### config.mk
export PLATFORM = sky130hd
export DESIGN_NAME = stm_sys_map_ctrl
export DESIGN_NICKNAME = d
export VERILOG_FILES = /design/src/verilog/stm_pkg.sv /design/src/verilog/stm_reg_if.sv /design/src/verilog/stm_ahb_front.sv /design/src/verilog/stm_win_dec.sv /design/src/verilog/stm_sys_map_ctrl.sv
export SDC_FILE = /design/constraint.sdc
export NUM_CORES = 1
export LEC_CHECK = 0
export BUFFER_PORTS_ARGS = -buffer_cell sky130_fd_sc_hd__buf_2
export CAP_MARGIN = 20
export CORE_MARGIN = 2
export CORE_UTILIZATION = 45
export DETAILED_ROUTE_END_ITERATION = 12
export GPL_ROUTABILITY_DRIVEN = 1
export GPL_TIMING_DRIVEN = 1
export MAX_ROUTING_LAYER = met4
export PLACE_DENSITY = 0.83
export SLEW_MARGIN = 20
export SYNTH_ARGS = -nofsm -noshare
export SYNTH_HDL_FRONTEND = slang
export SYNTH_SLANG_ARGS = --single-unit
### constraint.sdc
create_clock -name core_clk -period 3.91 [get_ports core_clk]
set_clock_uncertainty 0.05 [all_clocks]
set_input_delay 0.391 -clock core_clk [delete_from_list [all_inputs] [get_ports core_clk]]
set_output_delay 0.391 -clock core_clk [all_outputs]
set_load 0.005 [all_outputs]
### src/verilog/stm_pkg.sv
// Constants and types for the system map control register bank
package stm_pkg;
  localparam int unsigned ADDR_W = 24;
  localparam logic [7:0] OFF_STC = 8'h00;
  localparam logic [7:0] OFF_SYS3 = 8'h04;
  localparam logic [7:0] OFF_BANK = 8'h08;
  localparam logic [7:0] OFF_STAT = 8'h0C;
  localparam int unsigned STC_SRC_LSB = 0;
  localparam int unsigned STC_BUF_BIT = 2;
  localparam int unsigned STC_FLASH_BIT = 3;
  localparam int unsigned STC_TWI_BIT = 4;
  localparam int unsigned SYS3_MAP_BIT = 5;
  localparam int unsigned SYS3_VEC_BIT = 6;
  localparam int unsigned BANK_KWU_BIT = 0;
  localparam logic [7:0] STC_RST = 8'h00;
  localparam logic [7:0] SYS3_RST = 8'h00;
  localparam logic [7:0] BANK_RST = 8'h00;
  localparam logic [1:0] MODE_TWO = 2'h2;
  localparam int unsigned RD_WAIT = 1;
  localparam logic [1:0] HTRANS_NONSEQ = 2'h2;
  localparam logic [23:0] PWR_LO = 24'hFF_FF80;
  localparam logic [23:0] PWR_HI = 24'hFF_FF87;
  localparam logic [23:0] FLS_LO = 24'hFF_FEA8;
  localparam logic [23:0] FLS_HI = 24'hFF_FEAE;
  localparam logic [23:0] SH1A_LO = 24'hFF_FF88;
  localparam logic [23:0] SH1A_HI = 24'hFF_FF89;
  localparam logic [23:0] SH1B_LO = 24'hFF_FF8E;
  localparam logic [23:0] SH1B_HI = 24'hFF_FF8F;
  localparam logic [23:0] SH2A_LO = 24'hFF_FFA0;
  localparam logic [23:0] SH2A_HI = 24'hFF_FFA1;
  localparam logic [23:0] SH2B_LO = 24'hFF_FFA6;
  localparam logic [23:0] SH2B_HI = 24'hFF_FFA7;
  localparam logic [23:0] SH3A_LO = 24'hFF_FFD8;
  localparam logic [23:0] SH3A_HI = 24'hFF_FFD9;
  localparam logic [23:0] SH3B_LO = 24'hFF_FFDE;
  localparam logic [23:0] SH3B_HI = 24'hFF_FFDF;
  localparam logic [23:0] KBA_LO = 24'hFF_FFF0;
  localparam logic [23:0] KBA_HI = 24'hFF_FFF7;
  localparam logic [23:0] KBB_LO = 24'hFF_FFFC;
  localparam logic [23:0] KBB_HI = 24'hFF_FFFF;
  localparam logic [23:0] EXT_TWI_LO = 24'hFF_FE80;
  localparam logic [23:0] EXT_TWI_HI = 24'hFF_FE97;
  localparam logic [23:0] EXT_KBD_LO = 24'hFF_FEB0;
  localparam logic [23:0] EXT_KBD_HI = 24'hFF_FEBF;
  typedef enum logic [3:0] {
    GRP_NONE, GRP_RESERVED, GRP_PWR_PERIPH, GRP_FLASH, GRP_SCI1, GRP_IIC1,
    GRP_SCI2, GRP_PWMX, GRP_IIC0, GRP_KBD
  } stm_grp_t;
endpackage

### src/verilog/stm_reg_if.sv
// Register access strobes between bus front end and register bank
`timescale 1ns/100ps
`default_nettype none
interface stm_reg_if;
  logic wr_en;
  logic rd_en;
  logic [7:0] addr;
  logic [31:0] wdata;
  logic [31:0] rdata;
  modport front (output wr_en, output rd_en, output addr, output wdata, input rdata);
  modport regs (input wr_en, input rd_en, input addr, input wdata, output rdata);
endinterface
`default_nettype wire

### src/verilog/stm_ahb_front.sv
// AHB-Lite slave front end: address capture, one read wait state
`timescale 1ns/100ps
`default_nettype none
module stm_ahb_front
  import stm_pkg::*;
(
  input wire logic core_clk,
  input wire logic resetn,
  input wire logic hsel,
  input wire logic [31:0] haddr,
  input wire logic [1:0] htrans,
  input wire logic hwrite,
  input wire logic [2:0] hsize,
  input wire logic [31:0] hwdata,
  input wire logic hready,
  output var logic hreadyout,
  output var logic [31:0] hrdata,
  output var logic hresp,
  stm_reg_if.front rb
);
  logic acc;
  logic wr_pend_q;
  logic rd_pend_q;
  logic [7:0] addr_q;

  // Only word transfers are used; hsize is checked only to reject the value 7
  assign acc = hsel && hready && htrans[1] && (hsize != 3'h7);
  assign rb.wr_en = wr_pend_q;
  assign rb.rd_en = rd_pend_q;
  assign rb.addr = addr_q;
  assign rb.wdata = hwdata;

  always_ff @(posedge core_clk or negedge resetn) begin
    if (!resetn) begin
      wr_pend_q <= 1'b0;
      rd_pend_q <= 1'b0;
      addr_q <= 8'h00;
    end else begin
      wr_pend_q <= acc && hwrite;
      rd_pend_q <= acc && !hwrite;
      if (acc) begin
        addr_q <= {haddr[7:2], 2'b00};
      end
    end
  end

  // Read data is registered so hrdata comes straight from a flop
  always_ff @(posedge core_clk or negedge resetn) begin
    if (!resetn) begin
      hreadyout <= 1'b1;
      hrdata <= 32'h0000_0000;
      hresp <= 1'b0;
    end else begin
      hresp <= 1'b0;
      if (acc && !hwrite) begin
        hreadyout <= 1'b0;
      end else if (rd_pend_q) begin
        hreadyout <= 1'b1;
        hrdata <= rb.rdata;
      end
    end
  end
endmodule
`default_nettype wire

### src/verilog/stm_win_dec.sv
// Shared address window decoder for the register groups
`timescale 1ns/100ps
`default_nettype none
module stm_win_dec
  import stm_pkg::*;
(
  input wire logic [23:0] addr,
  input wire logic flash_en,
  input wire logic reloc,
  input wire logic twi_bank,
  input wire logic kwu_bank,
  output var stm_grp_t grp
);
  function automatic logic in_win(input logic [23:0] a, input logic [23:0] lo, input logic [23:0] hi);
    in_win = (a >= lo) && (a <= hi);
  endfunction

  logic twi_on;
  logic kb_on;

  assign twi_on = !reloc && twi_bank;
  assign kb_on = reloc || kwu_bank;

  always_comb begin
    grp = GRP_NONE;
    if (in_win(addr, PWR_LO, PWR_HI)) begin
      grp = flash_en ? GRP_RESERVED : GRP_PWR_PERIPH;
    end else if (in_win(addr, FLS_LO, FLS_HI)) begin
      grp = flash_en ? GRP_FLASH : GRP_RESERVED;
    end else if (in_win(addr, SH1A_LO, SH1A_HI) || in_win(addr, SH1B_LO, SH1B_HI)) begin
      grp = twi_on ? GRP_IIC1 : GRP_SCI1;
    end else if (in_win(addr, SH2A_LO, SH2A_HI) || in_win(addr, SH2B_LO, SH2B_HI)) begin
      grp = twi_on ? GRP_PWMX : GRP_SCI2;
    end else if (in_win(addr, SH3A_LO, SH3A_HI) || in_win(addr, SH3B_LO, SH3B_HI)) begin
      grp = twi_on ? GRP_IIC0 : GRP_RESERVED;
    end else if (in_win(addr, KBA_LO, KBA_HI) || in_win(addr, KBB_LO, KBB_HI)) begin
      grp = kb_on ? GRP_KBD : GRP_NONE;
    end else if (reloc && in_win(addr, EXT_TWI_LO, EXT_TWI_HI)) begin
      // Own fixed addresses in extended map, 8 bytes per group
      case (addr[4:3])
        2'h0: grp = GRP_IIC1;
        2'h1: grp = GRP_PWMX;
        default: grp = GRP_IIC0;
      endcase
    end else if (reloc && in_win(addr, EXT_KBD_LO, EXT_KBD_HI)) begin
      grp = GRP_KBD;
    end
  end
endmodule
`default_nettype wire

### src/verilog/stm_sys_map_ctrl.sv
// System map control register bank with window decode and pin control
`timescale 1ns/100ps
`default_nettype none
module stm_sys_map_ctrl
  import stm_pkg::*;
#(
  parameter int unsigned PA_W = 4
)
(
  input wire logic core_clk,
  input wire logic resetn,
  input wire logic hsel,
  input wire logic [31:0] haddr,
  input wire logic [1:0] htrans,
  input wire logic hwrite,
  input wire logic [2:0] hsize,
  input wire logic [31:0] hwdata,
  input wire logic hready,
  output var logic hreadyout,
  output var logic [31:0] hrdata,
  output var logic hresp,
  input wire logic cpu_req,
  input wire logic [23:0] cpu_addr,
  input wire logic [1:0] op_mode,
  input wire logic [2:0] timer_clock_select_field,
  input wire logic [PA_W-1:0] port_a_upper_pins_i,
  input wire logic [PA_W-1:0] pa_out_data,
  input wire logic [PA_W-1:0] pa_out_dir,
  output var logic [PA_W-1:0] port_a_upper_pins_o,
  output var logic [PA_W-1:0] port_a_upper_pins_oe,
  output var logic [4:0] timer_clk_cfg_q,
  output var logic vector_ext_mode_q,
  output var logic regmap_ext_mode_q,
  output var stm_grp_t win_grp_q,
  output var logic win_reserved_q,
  output var logic win_valid_q,
  output var logic rom_enable_q,
  output var logic full_space_q
);
  if (PA_W != 4) begin : g_pa_w_check
    $error("PA_W must be 4: the buffer select covers four pins");
  end

  stm_reg_if rb ();

  logic [7:0] stc_q;
  logic [7:0] sys3_q;
  logic [7:0] bank_q;
  logic [1:0] op_mode_q;
  logic [31:0] rdata_d;
  stm_grp_t grp_d;
  logic flash_en;
  logic bus_buf;
  logic [1:0] tmr_src;
  logic reloc;

  stm_ahb_front u_front (
    .core_clk(core_clk),
    .resetn(resetn),
    .hsel(hsel),
    .haddr(haddr),
    .htrans(htrans),
    .hwrite(hwrite),
    .hsize(hsize),
    .hwdata(hwdata),
    .hready(hready),
    .hreadyout(hreadyout),
    .hrdata(hrdata),
    .hresp(hresp),
    .rb(rb.front)
  );

  assign flash_en = stc_q[STC_FLASH_BIT];
  assign bus_buf = stc_q[STC_BUF_BIT];
  assign tmr_src = stc_q[STC_SRC_LSB +: 2];
  assign reloc = sys3_q[SYS3_MAP_BIT];

  stm_win_dec u_dec (
    .addr(cpu_addr),
    .flash_en(flash_en),
    .reloc(reloc),
    .twi_bank(stc_q[STC_TWI_BIT]),
    .kwu_bank(bank_q[BANK_KWU_BIT]),
    .grp(grp_d)
  );

  // Serial/timer control: all eight bits stored, low five steer this block
  always_ff @(posedge core_clk or negedge resetn) begin
    if (!resetn) begin
      stc_q <= STC_RST;
    end else if (rb.wr_en && rb.addr == OFF_STC) begin
      stc_q <= rb.wdata[7:0];
    end
  end

  // System control three; reserved bits are plain storage
  always_ff @(posedge core_clk or negedge resetn) begin
    if (!resetn) begin
      sys3_q <= SYS3_RST;
    end else if (rb.wr_en && rb.addr == OFF_SYS3) begin
      sys3_q <= rb.wdata[7:0];
    end
  end

  // Keyboard-wakeup bank switch lives here as it is not held elsewhere
  always_ff @(posedge core_clk or negedge resetn) begin
    if (!resetn) begin
      bank_q <= BANK_RST;
    end else if (rb.wr_en && rb.addr == OFF_BANK) begin
      bank_q <= {7'h00, rb.wdata[BANK_KWU_BIT]};
    end
  end

  // Readback; unmapped words read as zero
  always_comb begin
    rdata_d = 32'h0000_0000;
    case (rb.addr)
      OFF_STC: rdata_d[7:0] = stc_q;
      OFF_SYS3: rdata_d[7:0] = sys3_q;
      OFF_BANK: rdata_d[7:0] = bank_q;
      OFF_STAT: rdata_d[7:0] = {port_a_upper_pins_i, op_mode_q, full_space_q, rom_enable_q};
      default: rdata_d = 32'h0000_0000;
    endcase
  end
  assign rb.rdata = rdata_d;

  // Mode pins taken after reset release, never inside the reset branch
  always_ff @(posedge core_clk or negedge resetn) begin
    if (!resetn) begin
      op_mode_q <= 2'h0;
      rom_enable_q <= 1'b0;
      full_space_q <= 1'b0;
    end else begin
      op_mode_q <= op_mode;
      rom_enable_q <= (op_mode_q == MODE_TWO);
      full_space_q <= (op_mode_q == MODE_TWO);
    end
  end

  // Mode outputs follow the register; a change mid-interrupt is software's hazard
  always_ff @(posedge core_clk or negedge resetn) begin
    if (!resetn) begin
      vector_ext_mode_q <= 1'b0;
      regmap_ext_mode_q <= 1'b0;
    end else begin
      vector_ext_mode_q <= sys3_q[SYS3_VEC_BIT];
      regmap_ext_mode_q <= sys3_q[SYS3_MAP_BIT];
    end
  end

  // Timer source: tmr_src bits on top, clock-select field below
  always_ff @(posedge core_clk or negedge resetn) begin
    if (!resetn) begin
      timer_clk_cfg_q <= 5'h00;
    end else begin
      timer_clk_cfg_q <= {tmr_src, timer_clock_select_field};
    end
  end

  // Bus-driving mode drives low only, so several devices can share the wire
  always_ff @(posedge core_clk or negedge resetn) begin
    if (!resetn) begin
      port_a_upper_pins_o <= '0;
      port_a_upper_pins_oe <= '0;
    end else if (bus_buf) begin
      port_a_upper_pins_o <= '0;
      port_a_upper_pins_oe <= pa_out_dir & ~pa_out_data;
    end else begin
      port_a_upper_pins_o <= pa_out_data;
      port_a_upper_pins_oe <= pa_out_dir;
    end
  end

  // Window decode registered: one cycle from cpu_addr to group
  always_ff @(posedge core_clk or negedge resetn) begin
    if (!resetn) begin
      win_grp_q <= GRP_NONE;
      win_reserved_q <= 1'b0;
      win_valid_q <= 1'b0;
    end else begin
      win_grp_q <= cpu_req ? grp_d : GRP_NONE;
      win_reserved_q <= cpu_req && (grp_d == GRP_RESERVED);
      win_valid_q <= cpu_req && (grp_d != GRP_RESERVED) && (grp_d != GRP_NONE);
    end
  end

  AST_PWR_WINDOW: assert property (@(posedge core_clk) disable iff (!resetn)
    cpu_req && !flash_en && cpu_addr >= PWR_LO && cpu_addr <= PWR_HI
    |=> win_grp_q == GRP_PWR_PERIPH && win_valid_q)
    else $error("power-down window not decoded with flash window off");

  AST_FLASH_WINDOW: assert property (@(posedge core_clk) disable iff (!resetn)
    cpu_req && flash_en && cpu_addr >= FLS_LO && cpu_addr <= FLS_HI
    |=> win_grp_q == GRP_FLASH)
    else $error("flash window not decoded with flash window on");

  AST_STC_WRITE: assert property (@(posedge core_clk) disable iff (!resetn)
    rb.wr_en && rb.addr == OFF_STC
    |=> flash_en == $past(rb.wdata[STC_FLASH_BIT]) ##1 rdata_d[STC_FLASH_BIT] == flash_en
        || rb.addr != OFF_STC)
    else $error("window enable bit did not take written value");

  AST_PIN_BUFFER: assert property (@(posedge core_clk) disable iff (!resetn)
    bus_buf && $stable(bus_buf)
    |=> port_a_upper_pins_o == '0 && port_a_upper_pins_oe == ($past(pa_out_dir) & ~$past(pa_out_data)))
    else $error("port A bus-drive pins drive high or wrong enable");

  AST_TIMER_SRC: assert property (@(posedge core_clk) disable iff (!resetn)
    1'b1 |=> timer_clk_cfg_q[4:3] == $past(tmr_src) && timer_clk_cfg_q[2:0] == $past(timer_clock_select_field))
    else $error("timer source config does not follow select bits");

  AST_VECTOR_MODE: assert property (@(posedge core_clk) disable iff (!resetn)
    rb.wr_en && rb.addr == OFF_SYS3
    |=> ##1 vector_ext_mode_q == $past(rb.wdata[SYS3_VEC_BIT], 2))
    else $error("vector table mode not taken two cycles after write");

  AST_MAP_IGNORES_BANK: assert property (@(posedge core_clk) disable iff (!resetn)
    cpu_req && reloc && cpu_addr >= SH1A_LO && cpu_addr <= SH1A_HI
    |=> win_grp_q == GRP_SCI1)
    else $error("extended map still follows the two-wire bank bit");

  AST_EXT_OWN_ADDR: assert property (@(posedge core_clk) disable iff (!resetn)
    cpu_req && reloc && cpu_addr >= EXT_KBD_LO && cpu_addr <= EXT_KBD_HI
    |=> win_grp_q == GRP_KBD && win_valid_q)
    else $error("relocated keyboard group not reachable in extended map");

  AST_SYS3_STORE: assert property (@(posedge core_clk) disable iff (!resetn)
    rb.wr_en && rb.addr == OFF_SYS3 |=> sys3_q == $past(rb.wdata[7:0]))
    else $error("system control three did not store written byte");

  AST_MODE_TWO: assert property (@(posedge core_clk) disable iff (!resetn)
    op_mode_q == MODE_TWO |=> rom_enable_q && full_space_q)
    else $error("mode 2 without ROM or full address space");

  AST_RESERVED_NONE: assert property (@(posedge core_clk) disable iff (!resetn)
    cpu_req && flash_en && cpu_addr >= PWR_LO && cpu_addr <= PWR_HI
    |=> win_reserved_q && !win_valid_q && win_grp_q == GRP_RESERVED)
    else $error("reserved window selected a register group");

  // Window, register, pin and mode checks; stores change only on a write to their own word
  AST_FLASH_RESERVED: assert property (@(posedge core_clk) disable iff (!resetn)
    cpu_req && !flash_en && cpu_addr >= FLS_LO && cpu_addr <= FLS_HI
    |=> win_reserved_q && !win_valid_q && win_grp_q == GRP_RESERVED)
    else $error("flash window not reserved with flash window off");

  AST_FLASH_VALID: assert property (@(posedge core_clk) disable iff (!resetn)
    cpu_req && flash_en && cpu_addr >= FLS_LO && cpu_addr <= FLS_HI
    |=> win_valid_q && !win_reserved_q)
    else $error("flash window not flagged as a valid group");

  AST_WIN_ENABLE_HOLD: assert property (@(posedge core_clk) disable iff (!resetn)
    !(rb.wr_en && rb.addr == OFF_STC)
    |=> $stable(flash_en))
    else $error("window enable bit changed without a write");

  AST_STC_READ: assert property (@(posedge core_clk) disable iff (!resetn)
    rb.rd_en && rb.addr == OFF_STC
    |=> hrdata == {24'h00_0000, $past(stc_q)})
    else $error("serial/timer control readback wrong");

  AST_BUF_WRITE: assert property (@(posedge core_clk) disable iff (!resetn)
    rb.wr_en && rb.addr == OFF_STC
    |=> bus_buf == $past(rb.wdata[STC_BUF_BIT]))
    else $error("bus-buffer select did not take written value");

  AST_PIN_NORMAL: assert property (@(posedge core_clk) disable iff (!resetn)
    !bus_buf
    |=> port_a_upper_pins_o == $past(pa_out_data) && port_a_upper_pins_oe == $past(pa_out_dir))
    else $error("port A pins not normal with bus-buffer select off");

  AST_SRC_HOLD: assert property (@(posedge core_clk) disable iff (!resetn)
    !(rb.wr_en && rb.addr == OFF_STC)
    |=> $stable(tmr_src))
    else $error("timer source bits changed without a write");

  AST_VECTOR_FOLLOW: assert property (@(posedge core_clk) disable iff (!resetn)
    1'b1
    |=> vector_ext_mode_q == $past(sys3_q[SYS3_VEC_BIT]))
    else $error("vector table mode does not follow its register bit");

  AST_MAP_FOLLOW: assert property (@(posedge core_clk) disable iff (!resetn)
    1'b1
    |=> regmap_ext_mode_q == $past(reloc))
    else $error("register map mode does not follow its register bit");

  AST_MAP_WRITE: assert property (@(posedge core_clk) disable iff (!resetn)
    rb.wr_en && rb.addr == OFF_SYS3
    |=> ##1 regmap_ext_mode_q == $past(rb.wdata[SYS3_MAP_BIT], 2))
    else $error("register map mode not taken two cycles after write");

  AST_EXT_TWO_WIRE: assert property (@(posedge core_clk) disable iff (!resetn)
    cpu_req && reloc && cpu_addr >= EXT_TWI_LO && cpu_addr <= EXT_TWI_HI
    |=> win_valid_q && win_grp_q inside {GRP_IIC1, GRP_PWMX, GRP_IIC0})
    else $error("relocated two-wire groups not reachable in extended map");

  AST_EXT_HIDDEN: assert property (@(posedge core_clk) disable iff (!resetn)
    cpu_req && !reloc && cpu_addr >= EXT_TWI_LO && cpu_addr <= EXT_TWI_HI
    |=> win_grp_q == GRP_NONE && !win_valid_q)
    else $error("relocated addresses decoded in compatible map");

  AST_SYS3_HOLD: assert property (@(posedge core_clk) disable iff (!resetn)
    !(rb.wr_en && rb.addr == OFF_SYS3)
    |=> $stable(sys3_q))
    else $error("system control three changed without a write");

  AST_SYS3_READ: assert property (@(posedge core_clk) disable iff (!resetn)
    rb.rd_en && rb.addr == OFF_SYS3
    |=> hrdata == {24'h00_0000, $past(sys3_q)})
    else $error("system control three readback wrong");

  AST_NOT_MODE_TWO: assert property (@(posedge core_clk) disable iff (!resetn)
    op_mode_q != MODE_TWO
    |=> !rom_enable_q && !full_space_q)
    else $error("ROM or full space flagged outside mode 2");

  AST_TWI_BANK_COMPAT: assert property (@(posedge core_clk) disable iff (!resetn)
    cpu_req && !reloc && stc_q[STC_TWI_BIT] && cpu_addr >= SH1A_LO && cpu_addr <= SH1A_HI
    |=> win_grp_q == GRP_IIC1)
    else $error("compatible map ignores the two-wire bank bit");

  AST_KBD_EXT: assert property (@(posedge core_clk) disable iff (!resetn)
    cpu_req && reloc && cpu_addr >= KBA_LO && cpu_addr <= KBA_HI
    |=> win_grp_q == GRP_KBD)
    else $error("extended map still follows the keyboard bank bit");

  AST_SH2_EXT: assert property (@(posedge core_clk) disable iff (!resetn)
    cpu_req && reloc && cpu_addr >= SH2A_LO && cpu_addr <= SH2A_HI
    |=> win_grp_q == GRP_SCI2)
    else $error("extended map switched the second shared window");

  AST_SH3_EXT: assert property (@(posedge core_clk) disable iff (!resetn)
    cpu_req && reloc && cpu_addr >= SH3A_LO && cpu_addr <= SH3A_HI
    |=> win_reserved_q && !win_valid_q)
    else $error("third shared window not reserved in extended map");

  AST_NO_REQ: assert property (@(posedge core_clk) disable iff (!resetn)
    !cpu_req
    |=> win_grp_q == GRP_NONE && !win_valid_q && !win_reserved_q)
    else $error("window outputs active without a request");
endmodule
`default_nettype wire

* Word-level counts from Yosys, hierarchy flattened
Index checks and enable logic that the tools add are counted.
** Word-level totals
- Register bits after elaboration :: 58
- Latch bits :: 0
- RAM bits :: 0
- Bits in read-only memories :: 0
- Input port bits :: 116
- Output and inout port bits :: 57
- Logic and storage cells :: 112
- Memories :: 0
** Operators by class
- Add/subtract/negate cells :: 0
- Multiply operators :: 0
- Div/mod/pow operators :: 0
- Magnitude comparators :: 24
- Eq/ne operators :: 8
- Shift operators :: 0
- Mux-type cells :: 21
- Bitwise logic cells :: 3
- Reduce and logical (&&, ||, !) cells :: 38
** Operator list (number)
- $ge A24 B24 Y1 const B :: 12
- $le A24 B24 Y1 const B :: 12
- $mux W4 :: 13
- $pmux W8 S4 :: 1
- $logic_and A1 B1 Y1 :: 26
- $eq A6 B2 Y1 const B :: 2
- $logic_not A8 Y1 :: 1
- $pmux W4 S2 :: 1
- $eq A6 B1 Y1 const B :: 1
- $logic_or A1 B1 Y1 :: 5
- $and A4 B4 Y4 :: 1
- $eq A4 B1 Y1 const B :: 1
- $mux W1 :: 4
- $mux W2 :: 2
- $ne A4 B1 Y1 const B :: 1
- $not A4 Y4 :: 1
- $reduce_bool A4 Y1 :: 1
- $ne A3 B3 Y1 const B :: 1
- $eq A2 B1 Y1 const B :: 1
- $eq A2 B2 Y1 const B :: 1
- $logic_not A1 Y1 :: 2
- $logic_not A2 Y1 :: 1
- $reduce_and A2 Y1 :: 1
- $reduce_bool A2 Y1 :: 1
- $not A1 Y1 :: 1

* Depth between registers and ports, before layout
Gate-level depths: netlist of run 1.
- Depth after elaboration :: 14
- Mapped depth :: 8

* Hierarchy
From an unflattened synthesis of run 1, not the netlist that was laid out.
** Unflattened totals
- Cells, all modules :: 281
- Area, all modules :: 3716.1 um^2
** By module, submodules not included
- stm_ahb_front :: times used 1, cells each 126, area each 1818.0 um^2, seq. area each 1027.2 um^2
- stm_sys_map_ctrl :: times used 1, cells each 109, area each 1617.8 um^2, seq. area each 1026.0 um^2
- stm_win_dec :: times used 1, cells each 46, area each 280.3 um^2, seq. area each 0.0 um^2

* Worst setup path before layout of run 1
No wires, ideal clock.
- Path type :: input port to flip-flop
- From :: input cpu_addr[20]
- To :: register win_valid_q
- Library setup time :: 0.124 ns
- Arrival time :: 1.795 ns
- Data required time :: 3.736 ns
- Setup slack :: 1.941 ns
- Cell stages on the path :: 6
- Cells stage by stage :: nand4_2 > nor4_4 > o31ai_1 > or4_1 > and3_4 > o31a_1
** Between the ends
- Longest elaborated chain between the ends :: 14
- Elaborated cells on any way between the ends :: 54
- Classes of those cells :: 24 x order compare; 1 x eq/ne; 8 x mux; 21 x reduce/logical
** Ends and longest elaborated chain
- start: declaration :: RTL line stm_sys_map_ctrl.sv:23 : input wire logic [23:0] cpu_addr,
- $ge A24 B24 Y1 or $le A24 B24 Y1 (tied branches) :: RTL line stm_win_dec.sv:15 : in_win = (a >= lo) && (a <= hi);
- $logic_and A1 B1 Y1 :: RTL line stm_win_dec.sv:15
- $logic_and A1 B1 Y1 :: RTL line stm_win_dec.sv:45 : end else if (reloc && in_win(addr, EXT_KBD_LO, EXT_KBD_HI)) begin
- $mux W4 :: RTL line stm_win_dec.sv:45
- $mux W4 :: RTL line stm_win_dec.sv:38 : end else if (reloc && in_win(addr, EXT_TWI_LO, EXT_TWI_HI)) begin
- $mux W4 :: RTL line stm_win_dec.sv:36 : end else if (in_win(addr, KBA_LO, KBA_HI) || in_win(addr, KBB_LO, KBB_HI)) begin
- $mux W4 :: RTL line stm_win_dec.sv:34 : end else if (in_win(addr, SH3A_LO, SH3A_HI) || in_win(addr, SH3B_LO, SH3B_HI)) begin
- $mux W4 :: RTL line stm_win_dec.sv:32 : end else if (in_win(addr, SH2A_LO, SH2A_HI) || in_win(addr, SH2B_LO, SH2B_HI)) begin
- $mux W4 :: RTL line stm_win_dec.sv:30 : end else if (in_win(addr, SH1A_LO, SH1A_HI) || in_win(addr, SH1B_LO, SH1B_HI)) begin
- $mux W4 :: RTL line stm_win_dec.sv:28 : end else if (in_win(addr, FLS_LO, FLS_HI)) begin
- $mux W4 (*) :: RTL line stm_win_dec.sv:26 : if (in_win(addr, PWR_LO, PWR_HI)) begin
- $ne A4 B1 Y1 :: RTL line stm_sys_map_ctrl.sv:183 : win_valid_q <= cpu_req && (grp_d != GRP_RESERVED) && (grp_d != GRP_NONE);
- $logic_and A1 B1 Y1 :: RTL line stm_sys_map_ctrl.sv:183
- $logic_and A1 B1 Y1 (*) :: RTL line stm_sys_map_ctrl.sv:183
- end signal: assignment :: RTL line stm_sys_map_ctrl.sv:183
- end: declaration :: RTL line stm_sys_map_ctrl.sv:36 : output var logic win_valid_q,
Every way passes the cells marked *; elsewhere a longest branch is shown, timed or not.
A chain may end at the register's enable or synchronous reset.

* Final worst setup path of run 1
- From :: register u_front.addr_q[4] (netlist: u_front.rb.addr[4])
- To :: register stc_q[4]
** Between the ends
- Longest elaborated chain between the ends :: 2
** Ends and longest elaborated chain
- start: declaration :: RTL line stm_ahb_front.sv:24 : logic [7:0] addr_q;
- start signal: assignment :: RTL line stm_ahb_front.sv:42 : addr_q <= {haddr[7:2], 2'b00};
- $logic_not A8 Y1 :: RTL line stm_sys_map_ctrl.sv:91 : end else if (rb.wr_en && rb.addr == OFF_STC) begin
- $logic_and A1 B1 Y1 :: RTL line stm_sys_map_ctrl.sv:91
- end signal: assignment :: RTL line stm_sys_map_ctrl.sv:92 : stc_q <= rb.wdata[7:0];
- end: declaration :: RTL line stm_sys_map_ctrl.sv:46 : logic [7:0] stc_q;
Every way passes these cells.

==> results of run 1 <==
==> worst max-delay path by stage <==
stage,from,end,slack (ns),cells past startpoint
2_1_floorplan,cpu_addr[20],win_valid_q,1.94,6
3_3_place_gp,htrans[1],u_front.hrdata[0],1.73,6
3_5_place_dp,cpu_addr[20],win_reserved_q,1.68,7
4_1_cts,u_front.rb.addr[4],stc_q[4],1.72,4
5_1_grt,u_front.rb.addr[4],stc_q[4],1.61,4
6_report,u_front.rb.addr[4],stc_q[4],1.76,4
==> area by class of cell <==
class / count / area (um^2)
well taps: 75 / 93.84
multi-input cells: 172 / 1194
fillers: 512 / 2585
inverters: 3 / 11.26
clock inverters: 3 / 17.52
flip-flops and latches: 58 / 1453
repair buffers: 97 / 488.0
clock buffers: 13 / 148.9
==> layout by cell type (no fill, tap or decap), types with 2 or more instances in the layout <==
cell	n
nor2b_1	6
o21ai_0	6
mux2i_1	7
o211ai_1	3
nor4_4	2
mux2_2	22
and2_1	2
nand3_1	4
and3_1	3
nor3b_1	2
inv_1	3
nand2_1	16
clkbuf_8	10
o31ai_1	9
nand4_1	4
nor2_1	18
clkbuf_1	3
conb_1	25
clkinv_2	2
or4_1	2
nand4_2	2
a31oi_1	8
dfrtp_1	57
a21boi_0	4
xnor2_1	2
nor3_1	3
nand2b_1	5
buf_2	96
==> worst max-delay path: cells and delay by family, from the launching register on <==
kind / cells / cell delay, ns
simple gates: 3 / 1.18
flops: 1 / 0.39
mux: 1 / 0.41
==> state kept, by name, indices dropped and copies added (netlist names), 2 cells and up <==
register	cells
u_front.rb.addr	6
op_mode_q	2
stc_q	8
sys3_q	8
u_front.hrdata	8
timer_clk_cfg_q	5
port_a_upper_pins_o	4
win_grp_q	4
port_a_upper_pins_oe	4
==> where the power goes <==
part | total (mW) | internal [mW] | leakage, nW | switching (mW)
Sequential | 0.729 | 0.665 | 0.732 | 0.0642
Clock | 0.462 | 0.245 | 0.0834 | 0.217
Combinational | 0.209 | 0.111 | 0.886 | 0.0980
Total | 1.40 | 1.02 | 1.70 | 0.379
==> layer usage <==
metal,GRT usage [%],up-vias
met5,-,-
met4,9.091,0
met3,4.573,15
met2,27.79,96
met1,20.61,979
li1,-,1013
==> through the flow <==
step                      util (%)  instances  power (mW)
after floorplan                  -        271      0.8674
after global placement       54.07        405      0.9394
after detailed placement     54.07        405      0.9508
after CTS                    56.85        421       1.420
after global routing         56.85        421       1.482
final                        56.85        421       1.400
==> logic make-up (layout without fill, tap and decap cells) <==
family          after synthesis  in the layout
mux                          30             30
buf+inv                      41            116
xor+xnor                      3              3
flops                        58             58
simple gates                 78             78
other cells                   1             25
compound gates               36             36
==> results_dict.tcl, run 1 <==
set metrics [dict create \
    rr_worst_depth 4 \
    io_buffers 96 \
    fp.dieH_um 83.08 \
    drt-initial-drc-count 102 \
    vias 2103 \
    synth_top_area_cell "dfrtp_1" \
    ant_nets 0 \
    wl_met1_um 2509 \
    vias_per_cell 4.995 \
    grt_usage_pct 17.54 \
    status "finished, final reports clean" \
    synth.top_cells.by_count "dfrtp_1 (57), buf_4 (26), mux2_2 (22), nor2_1 (18), nand2_1 (16)" \
    final_nets 457 \
    vdd_drop_max_mv 0.2675 \
    ys_ff_latch 58 \
    muxShareOfSynthArea_pct 12.09 \
    cts_buffer_depth 2 \
    drive_above_1_share_pct 42.20 \
    grt_pass1_wl_um 9508 \
    min_path_type "in -> reg" \
    leakagePower_nw 1.701 \
    yosys_warnings 0 \
    synth.top_cell.area_share_pct 50.69 \
    io_pins 173 \
    async_reset_ff_share_pct 100.0 \
    post_cts_resized 0 \
    drt-pass1-iter-count 4 \
    syn_to_final_growth_pct 21.03 \
    numCtsBuffers 9 \
    synth_top_family_by_area "simple AND/OR/NAND/NOR gates" \
    start_util_pct 46.97 \
    place_congestion 0.8563 \
    hold_depth 1 \
    min_to "timer_clk_cfg_q[2]" \
    finalHoldViolCount 0 \
    ctsHoldBuffers 0 \
    dieArea_um2 6901 \
    timing.final.ws_setup_ns 1.761 \
    holdCritStartpoint "timer_clock_select_field[2]" \
    drc 0 \
    grt_start_max_net_pins 59 \
    syn_inst 247 \
    post-place-ws_ns 1.677 \
    post_cts_buffers 0 \
    placementRows 28 \
    crit_type "reg -> reg" \
    grt_overflow 0 \
    worstPathMaxFanout 9 \
    dpl_cell_area_um2 3239 \
    setup_viol 0 \
    reg2reg_to "stc_q[4]" \
    drt_wl_total_um 5770 \
    hpwlAfterDp_um 4299 \
    final_area_um2 3406 \
    synth-edff-count 0 \
    drv_slew 0 \
    ys_types 45 \
    synthSimpleGateAreaFrac_pct 17.16 \
    seq_area_frac_synth_pct 51.62 \
    max_slew_margin_pct 44.90 \
    max_freq_ghz 0.4653 \
    synth_adder_area_share_pct 0 \
    diodes 0 \
    fin_tns_setup_ns 0 \
    path_cells "nor4_1, nand2_1, nor3_2, mux2_2" \
    wl_per_cell_um 13.71 \
    r2r_slack_ns 1.76 \
    h-tree-depth 3 \
    cp_slowest_cell "nor3_2" \
    drv_cap 0 \
    synth_most_common_cell "dfrtp_1" \
    synth_compound_area_share_pct 8.893 \
    crit-reg2reg-launch "u_front.rb.addr[4]" \
    rsz0062_at_grt "no" \
    synth_xor_area_share_pct 0.9337 \
    crit_required_ns 4.06 \
    syn_avg_cell_area_um2 11.39 \
    whs_ns 0.1148 \
    fp.dieW_um 83.08 \
    ys_top_cells_by_area "dfrtp_1 (51%), mux2_2 (8.8%), buf_4 (6.9%)" \
    powerDensity_nw_per_um2 411.1 \
    max_stage_delay_ns 0.60 \
    top_layer_used "met4" \
    min_period_ns 2.149 \
    syn_area_um2 2814 \
    end_kind "flop" \
    synth_flop_cell "dfrtp_1" \
    cp.arrival_ns 2.30 \
    cts.sinks 58 \
    antenna_found_initial 0 \
    min_period_over_period_pct 54.96 \
    grt_pass1_vias 2127 \
    clock_latency_ns 0.33 \
    wl_met3_um 355 \
    clockRootBuffer "clkbuf_8" \
    cts_tree "yes" \
    dr_wl_met2_um 2751 \
    core_area_um2 5991 \
    start_kind "flop" \
    max_slew.worst_pin.slew_ns 0.8265 \
    clk_pin_slew_ns 0.07 \
]
No activity file was read; power rests on OpenSTA's default activity.
==> inputs of run 2 (changes only) <==
Settings changed: ABC_AREA set to 1, CORE_UTILIZATION 45 to 42, PLACE_DENSITY 0.83 to 0.77.
Clock period 3.91 ns to 1.8 ns, I/O delays scaled along.
==> run 2 against run 1 <==
Effect of this change:
- total power up 140%
- die area rose by 30%
- clock power rose to 2.8 times the previous value
- count of clock-buffer cells in the layout stayed put
- fmax grew 30%
- worst setup slack lost 1.6 ns
- synthesized area increased by 22%
- global-route usage grew 1.9 points
- combinational power increased to 2.6 times the previous value
- cell area grew 31%
- critical endpoint is now u_front.hrdata[0]
- largest cell class is now multi-input gates
- largest power group unchanged
==> results_dict.tcl, run 2 <==
set metrics [dict create \
    drive_above_1_share_pct 30.99 \
    status "finished, final reports clean" \
    synth.top_cell.area_share_pct 41.39 \
    vias_per_cell 4.672 \
    p_seq_share_pct 45.0 \
    placementRows 33 \
    hpwlAfterDp_um 6516 \
    total_power_mw 3.362 \
    async_reset_ff_share_pct 100.0 \
    wl_per_cell_um 11.82 \
    cp_slowest_cell "a221oi_1" \
    crit_top_cell "nand2_1" \
    synth_most_common_cell "nand2_1" \
    largestRegisters "stc_q (8), sys3_q (8), u_front.hrdata (8)" \
    drv_cap 0 \
    final_common_cell "nand2_1" \
    syn_avg_cell_area_um2 7.507 \
    syn_to_final_growth_pct 29.63 \
    grt_start_max_net_pins 36 \
    grt_usage_pct 19.47 \
    use_met3_pct 5.746 \
    grt_use_met1_pct 24.35 \
    syn_area_um2 3446 \
    end_kind "flop" \
    clk_pin_slew_ns 0.07 \
    fillCellCount 761 \
    setup_viol 0 \
    synth-edff-count 0 \
    ant_nets 0 \
    cts_tree "yes" \
    vdd_drop_max_mv 0.6690 \
    fp.dieW_um 94.58 \
    clockRootBuffer "clkbuf_8" \
    grt_pass1_vias 2980 \
    top_usage_layer "met2" \
    p_clk_share_pct 38.6 \
    numCtsBuffers 9 \
    drt-pass1-iter-count 4 \
    max_freq_ghz 0.6062 \
    path_cells "nor2_1, inv_1, nor4_4, buf_4, nand2_1, nand2_1, a221oi_1, o21ai_1" \
    synth_flop_cell "dfrtp_1" \
    vias 3280 \
    min_path_type "in -> reg" \
    crit_type "reg -> reg" \
    instances_no_fill 702 \
    antenna_found_initial 0 \
    synth.top_cells.by_count "nand2_1 (147), dfrtp_1 (57), nor2_1 (48), inv_1 (42), nand3_1 (30)" \
    post_cts_buffers 0 \
    drc 0 \
    drv_slew 0 \
    whs_ns 0.02437 \
    core_area_um2 8093 \
    drt-initial-drc-count 176 \
    dieArea_um2 8944 \
    rsz0062_at_grt "no" \
    synth_top_area_cell "dfrtp_1" \
    ys_types 38 \
    finalHoldViolCount 0 \
    cp.arrival_ns 1.80 \
    min_period_over_period_pct 91.65 \
    io_pins 173 \
    yosys_warnings 0 \
    utilization_pct 55.19 \
    final_nets 708 \
    cts_buffer_depth 2 \
    seq_area_frac_synth_pct 42.16 \
    place_congestion 0.8805 \
    rr_worst_depth 8 \
    switching_share_pct 26.85 \
    ys_top_cells_by_area "dfrtp_1 (41%), nand2_1 (16%), buf_4 (5.9%)" \
    final_cell_mix "nand2_1 (145), buf_2 (96), dfrtp_1 (57)" \
    grt_pass1_wl_um 13240 \
    p_int_mw 2.460 \
    worstPathMaxFanout 8 \
    use_met2_pct 31.07 \
    io_buffers 96 \
    grt_overflow 0 \
    start_util_pct 42.58 \
    crit_required_ns 1.95 \
    powerDensity_nw_per_um2 752.7 \
    h-tree-depth 3 \
    hold_depth 2 \
    cts.sinks 58 \
    ys_ff_latch 58 \
    switching_power_mw 0.9026 \
    syn_inst 459 \
    diodes 0 \
    start_kind "flop" \
    leakagePower_nw 2.466 \
    fp.dieH_um 94.58 \
    min_period_ns 1.650 \
    post-place-cells 675 \
    max_stage_delay_ns 0.38 \
    clock_latency_ns 0.33 \
    drt_wl_total_um 8297 \
    p_comb_share_pct 16.3 \
]
## run 2: cell count changes after synthesis, sizes merged, moves of 9 or more
cell	change
a21oi	+10
inv	+45
mux2	-18
nand2	+141
nand3	+32
nor2	+41
o21ai	+18
o31ai	-9
## run 2: area by class of cell
class / instances / area, um^2 / area share, %
inverters: 48 / 180.2 / 4.034
well taps: 105 / 131.4 / 2.941
clock buffers: 13 / 178.9 / 4.006
flip-flops and latches: 58 / 1453 / 32.52
multi-input cells: 343 / 1675 / 37.51
repair buffers: 132 / 803.3 / 17.98
clock inverters: 3 / 45.04 / 1.008
## run 2: path summary, 6_finish.rpt
kind / startpoint / end / slack [ns]
hold reg to reg: stc_q[1] / timer_clk_cfg_q[4] / 0.38
min in group asynchronous: resetn / u_front.rb.addr[6] / 0.17
setup reg to reg: u_front.rb.addr[4] / u_front.hrdata[0] / 0.15
hold / removal: haddr[5] / u_front.rb.addr[5] / 0.02
max in group asynchronous: resetn / u_front.hreadyout / 1.04
setup / recovery: u_front.rb.addr[4] / u_front.hrdata[0] / 0.15
## run 2: cells by family (layout without fill, tap and decap cells)
| family | count (synthesis) | in the layout | share of synthesized area (%) |
|---|---|---|---|
| buffers and inverters | 82 | 196 | 12.16 |
| AOI/OAI and AO/OA | 43 | 43 | 7.190 |
| DFF | 58 | 58 | 42.16 |
| muxes | 4 | 4 | 1.307 |
| and+or+nand+nor | 271 | 271 | 37.07 |
| other | 1 | 25 | 0.1088 |
## run 2: worst max-delay path: cells and delay by family, from the launching register on
| kind | cells | cell delay, ns |
|---|---|---|
| flops | 1 | 0.36 |
| buf+inv | 2 | 0.37 |
| compound gates | 2 | 0.48 |
| simple gates | 4 | 0.25 |
## run 2: power groups by stage
stage	clock, mW	combinational, mW	sequential (mW)
after floorplan	0	0.305	1.52
after global placement	0	0.511	1.53
after detailed placement	0	0.528	1.53
after CTS	1.33	0.549	1.51
after global routing	1.39	0.618	1.53
final	1.30	0.549	1.51
## run 2: layer usage
layer | wire length [um] | up-vias
li1 | - | 1671
met1 | 3699 | 1499
met2 | 4038 | 102
met3 | 478 | 8
met4 | 81 | 0
met5 | 0 | -
## run 2: stage by stage
stage               instance area [um^2]  setup slack (ns)  setup TNS, ns
floorplan                           3536            0.1593              0
global placement                    4121           0.01536              0
detailed placement                  4121       -0.00009603    -0.00009603
CTS                                 4456           0.08359              0
global route                        4467           0.09308              0
finish                              4467            0.1503              0
## run 2: what timing repair did
item | CTS | global route
setup endpoints to repair | 0 | 6
hold buffers | 11 | 0
endpoints found under the hold margin | 71 | 0
resized for setup | 0 | 3
==> inputs of run 3 (changes only) <==
Settings changed: CORE_UTILIZATION 42 to 45, PLACE_DENSITY 0.77 to 0.78, SYNTH_HIERARCHICAL set to 1.
==> run 3 against run 2 <==
Effect of this change:
- combinational power increased by 29%
- die area increased by 12%
- hold slack got worse by 0.012 ns
- via count increased by 20%
- final cell count increased by 16%
- synthesized area increased by 21%
- synthesized cell count increased by 13%
- worst setup slack improved by 0.026 ns
- highest routed layer unchanged
- clock power increased by 8%
- sequential share of layout area increased by 5.3 points
- critical path depth increased by 3
==> results_dict.tcl, run 3 <==
set metrics [dict create \
    status "finished, final reports clean" \
    clk_pin_slew_ns 0.09 \
    worstPathMaxFanout 8 \
    grt_start_max_net_pins 36 \
    grt_usage_pct 21.25 \
    final_common_cell "nand2_1" \
    antenna_found_initial 0 \
    wl_met3_um 481 \
    yosys_warnings 6 \
    post_cts_resized 0 \
    start_util_pct 45.74 \
    timing.final.ws_setup_ns 0.1760 \
    final_cell_mix "nand2_1 (191), buf_2 (119), nand3_1 (86)" \
    crit_path_start "cpu_addr[14]" \
    fin_tns_setup_ns 0 \
    rsz0062_at_grt "no" \
    vias 3930 \
    wl_per_cell_um 12.44 \
    diodes 0 \
    grt_overflow 0 \
    cts_tree "yes" \
    drt-initial-drc-count 167 \
    grt_pass1_vias 3646 \
    start_kind "input pin" \
    largestRegisters "u_front/hrdata (32), stc_q (8), sys3_q (8)" \
    clockRootBuffer "clkbuf_8" \
    crit-reg2reg-launch "sys3_q[5]" \
    holdCritStartpoint "pa_out_dir[1]" \
    drc 0 \
    dr_wl_met2_um 5098 \
    vias_per_cell 4.846 \
    end_kind "flop" \
    finalHoldViolCount 0 \
    drv_cap 0 \
    vdd_drop_max_mv 0.3395 \
    leakagePower_nw 3.098 \
    placementRows 35 \
    hpwlAfterDp_um 7509 \
    drt_wl_total_um 10090 \
    cts_buffer_depth 2 \
    dpl_cell_area_um2 4992 \
    post-place-ws_ns -0.2671 \
    drt-pass1-iter-count 4 \
    wl_met1_um 4406 \
    drive_above_1_share_pct 28.57 \
    io_buffers 120 \
    fp.dieH_um 100.2 \
    final_nets 811 \
    ant_nets 0 \
    numCtsBuffers 9 \
    regMostFlops "u_front/hrdata" \
    io_pins 173 \
    final_area_um2 5429 \
    core_area_um2 9109 \
    top_layer_used "met4" \
    whs_ns 0.01193 \
    fp.dieW_um 100.2 \
    clock_latency_ns 0.36 \
    dieArea_um2 10050 \
    cp.arrival_ns 1.82 \
    crit_type "in -> reg" \
    syn_to_final_growth_pct 30.30 \
    syn_avg_cell_area_um2 8.012 \
    largest_reg_flops 32 \
    powerDensity_nw_per_um2 785.3 \
    min_path_type "in -> reg" \
    grt_pass1_wl_um 16520 \
    setup_viol 0 \
    syn_area_um2 4166 \
    place_congestion 0.9123 \
    max_freq_ghz 0.6158 \
    syn_inst 520 \
    min_period_over_period_pct 90.22 \
    h-tree-depth 3 \
    drv_slew 0 \
    min_period_ns 1.624 \
    crit_required_ns 1.99 \
    cts.sinks 82 \
]
==> run 3: path summary, 6_finish.rpt <==
| kind | end | slack, ns | cells after the start |
|---|---|---|---|
| max | win_reserved_q | 0.18 | 11 |
| min | port_a_upper_pins_oe[1] | 0.01 | 2 |
| max reg2reg | win_reserved_q | 0.24 | 4 |
| min reg2reg | timer_clk_cfg_q[3] | 0.37 | 0 |
| max in group asynchronous | u_front/hrdata[27] | 0.89 | 3 |
| min in group asynchronous | port_a_upper_pins_o[3] | 0.26 | 2 |
==> run 3: layout make-up <==
| class | instances | area [um^2] |
|---|---|---|
| clock buffers | 10 | 137.6 |
| clock inverters | 6 | 73.82 |
| well taps | 111 | 138.9 |
| repair buffers | 167 | 1021 |
| fillers | 821 | 3680 |
| multi-input cells | 397 | 1862 |
| flip-flops and latches | 82 | 2053 |
| inverters | 38 | 142.6 |
==> run 3: worst max-delay path, stage by stage <==
cell and delay (ns):
buf_2 0.08, nand2_1 0.07, nor2_2 0.14, nand2_2 0.07, nor2_4 0.21, inv_1 0.12, nand2_1 0.11, nand3_2 0.09
o21ai_0 0.19, o221ai_1 0.22, nor4_1 0.32
==> run 3: metal layers <==
metal	vias up	GRT usage, %
li1	1968	-
met1	1826	26.62
met2	127	35.42
met3	9	3.412
met4	0	6.744
met5	-	-
==> run 3: power breakdown <==
group | switching, mW | internal, mW | total (mW)
clock network | 0.708 | 0.695 | 1.40
logic | 0.392 | 0.314 | 0.706
registers | 0.118 | 2.04 | 2.15
total | 1.22 | 3.05 | 4.26
==> run 3: through the flow <==
| step | power, mW | cells | utilization [%] |
|---|---|---|---|
| after global routing | 4.492 | 811 | 59.60 |
| after detailed placement | 2.864 | 772 | 54.81 |
| after global placement | 2.835 | 772 | 54.81 |
| final | 4.263 | 811 | 59.60 |
| after floorplan | 2.527 | 545 | - |
| after CTS | 4.304 | 809 | 59.44 |
==> run 3: repair_timing <==
| action | in CTS | in global routing |
|---|---|---|
| hold buffers | 21 | 0 |
| endpoints found under the setup margin | 0 | 2 |
| buffers inserted | 0 | 2 |
| endpoints found under the hold margin | 56 | 0 |
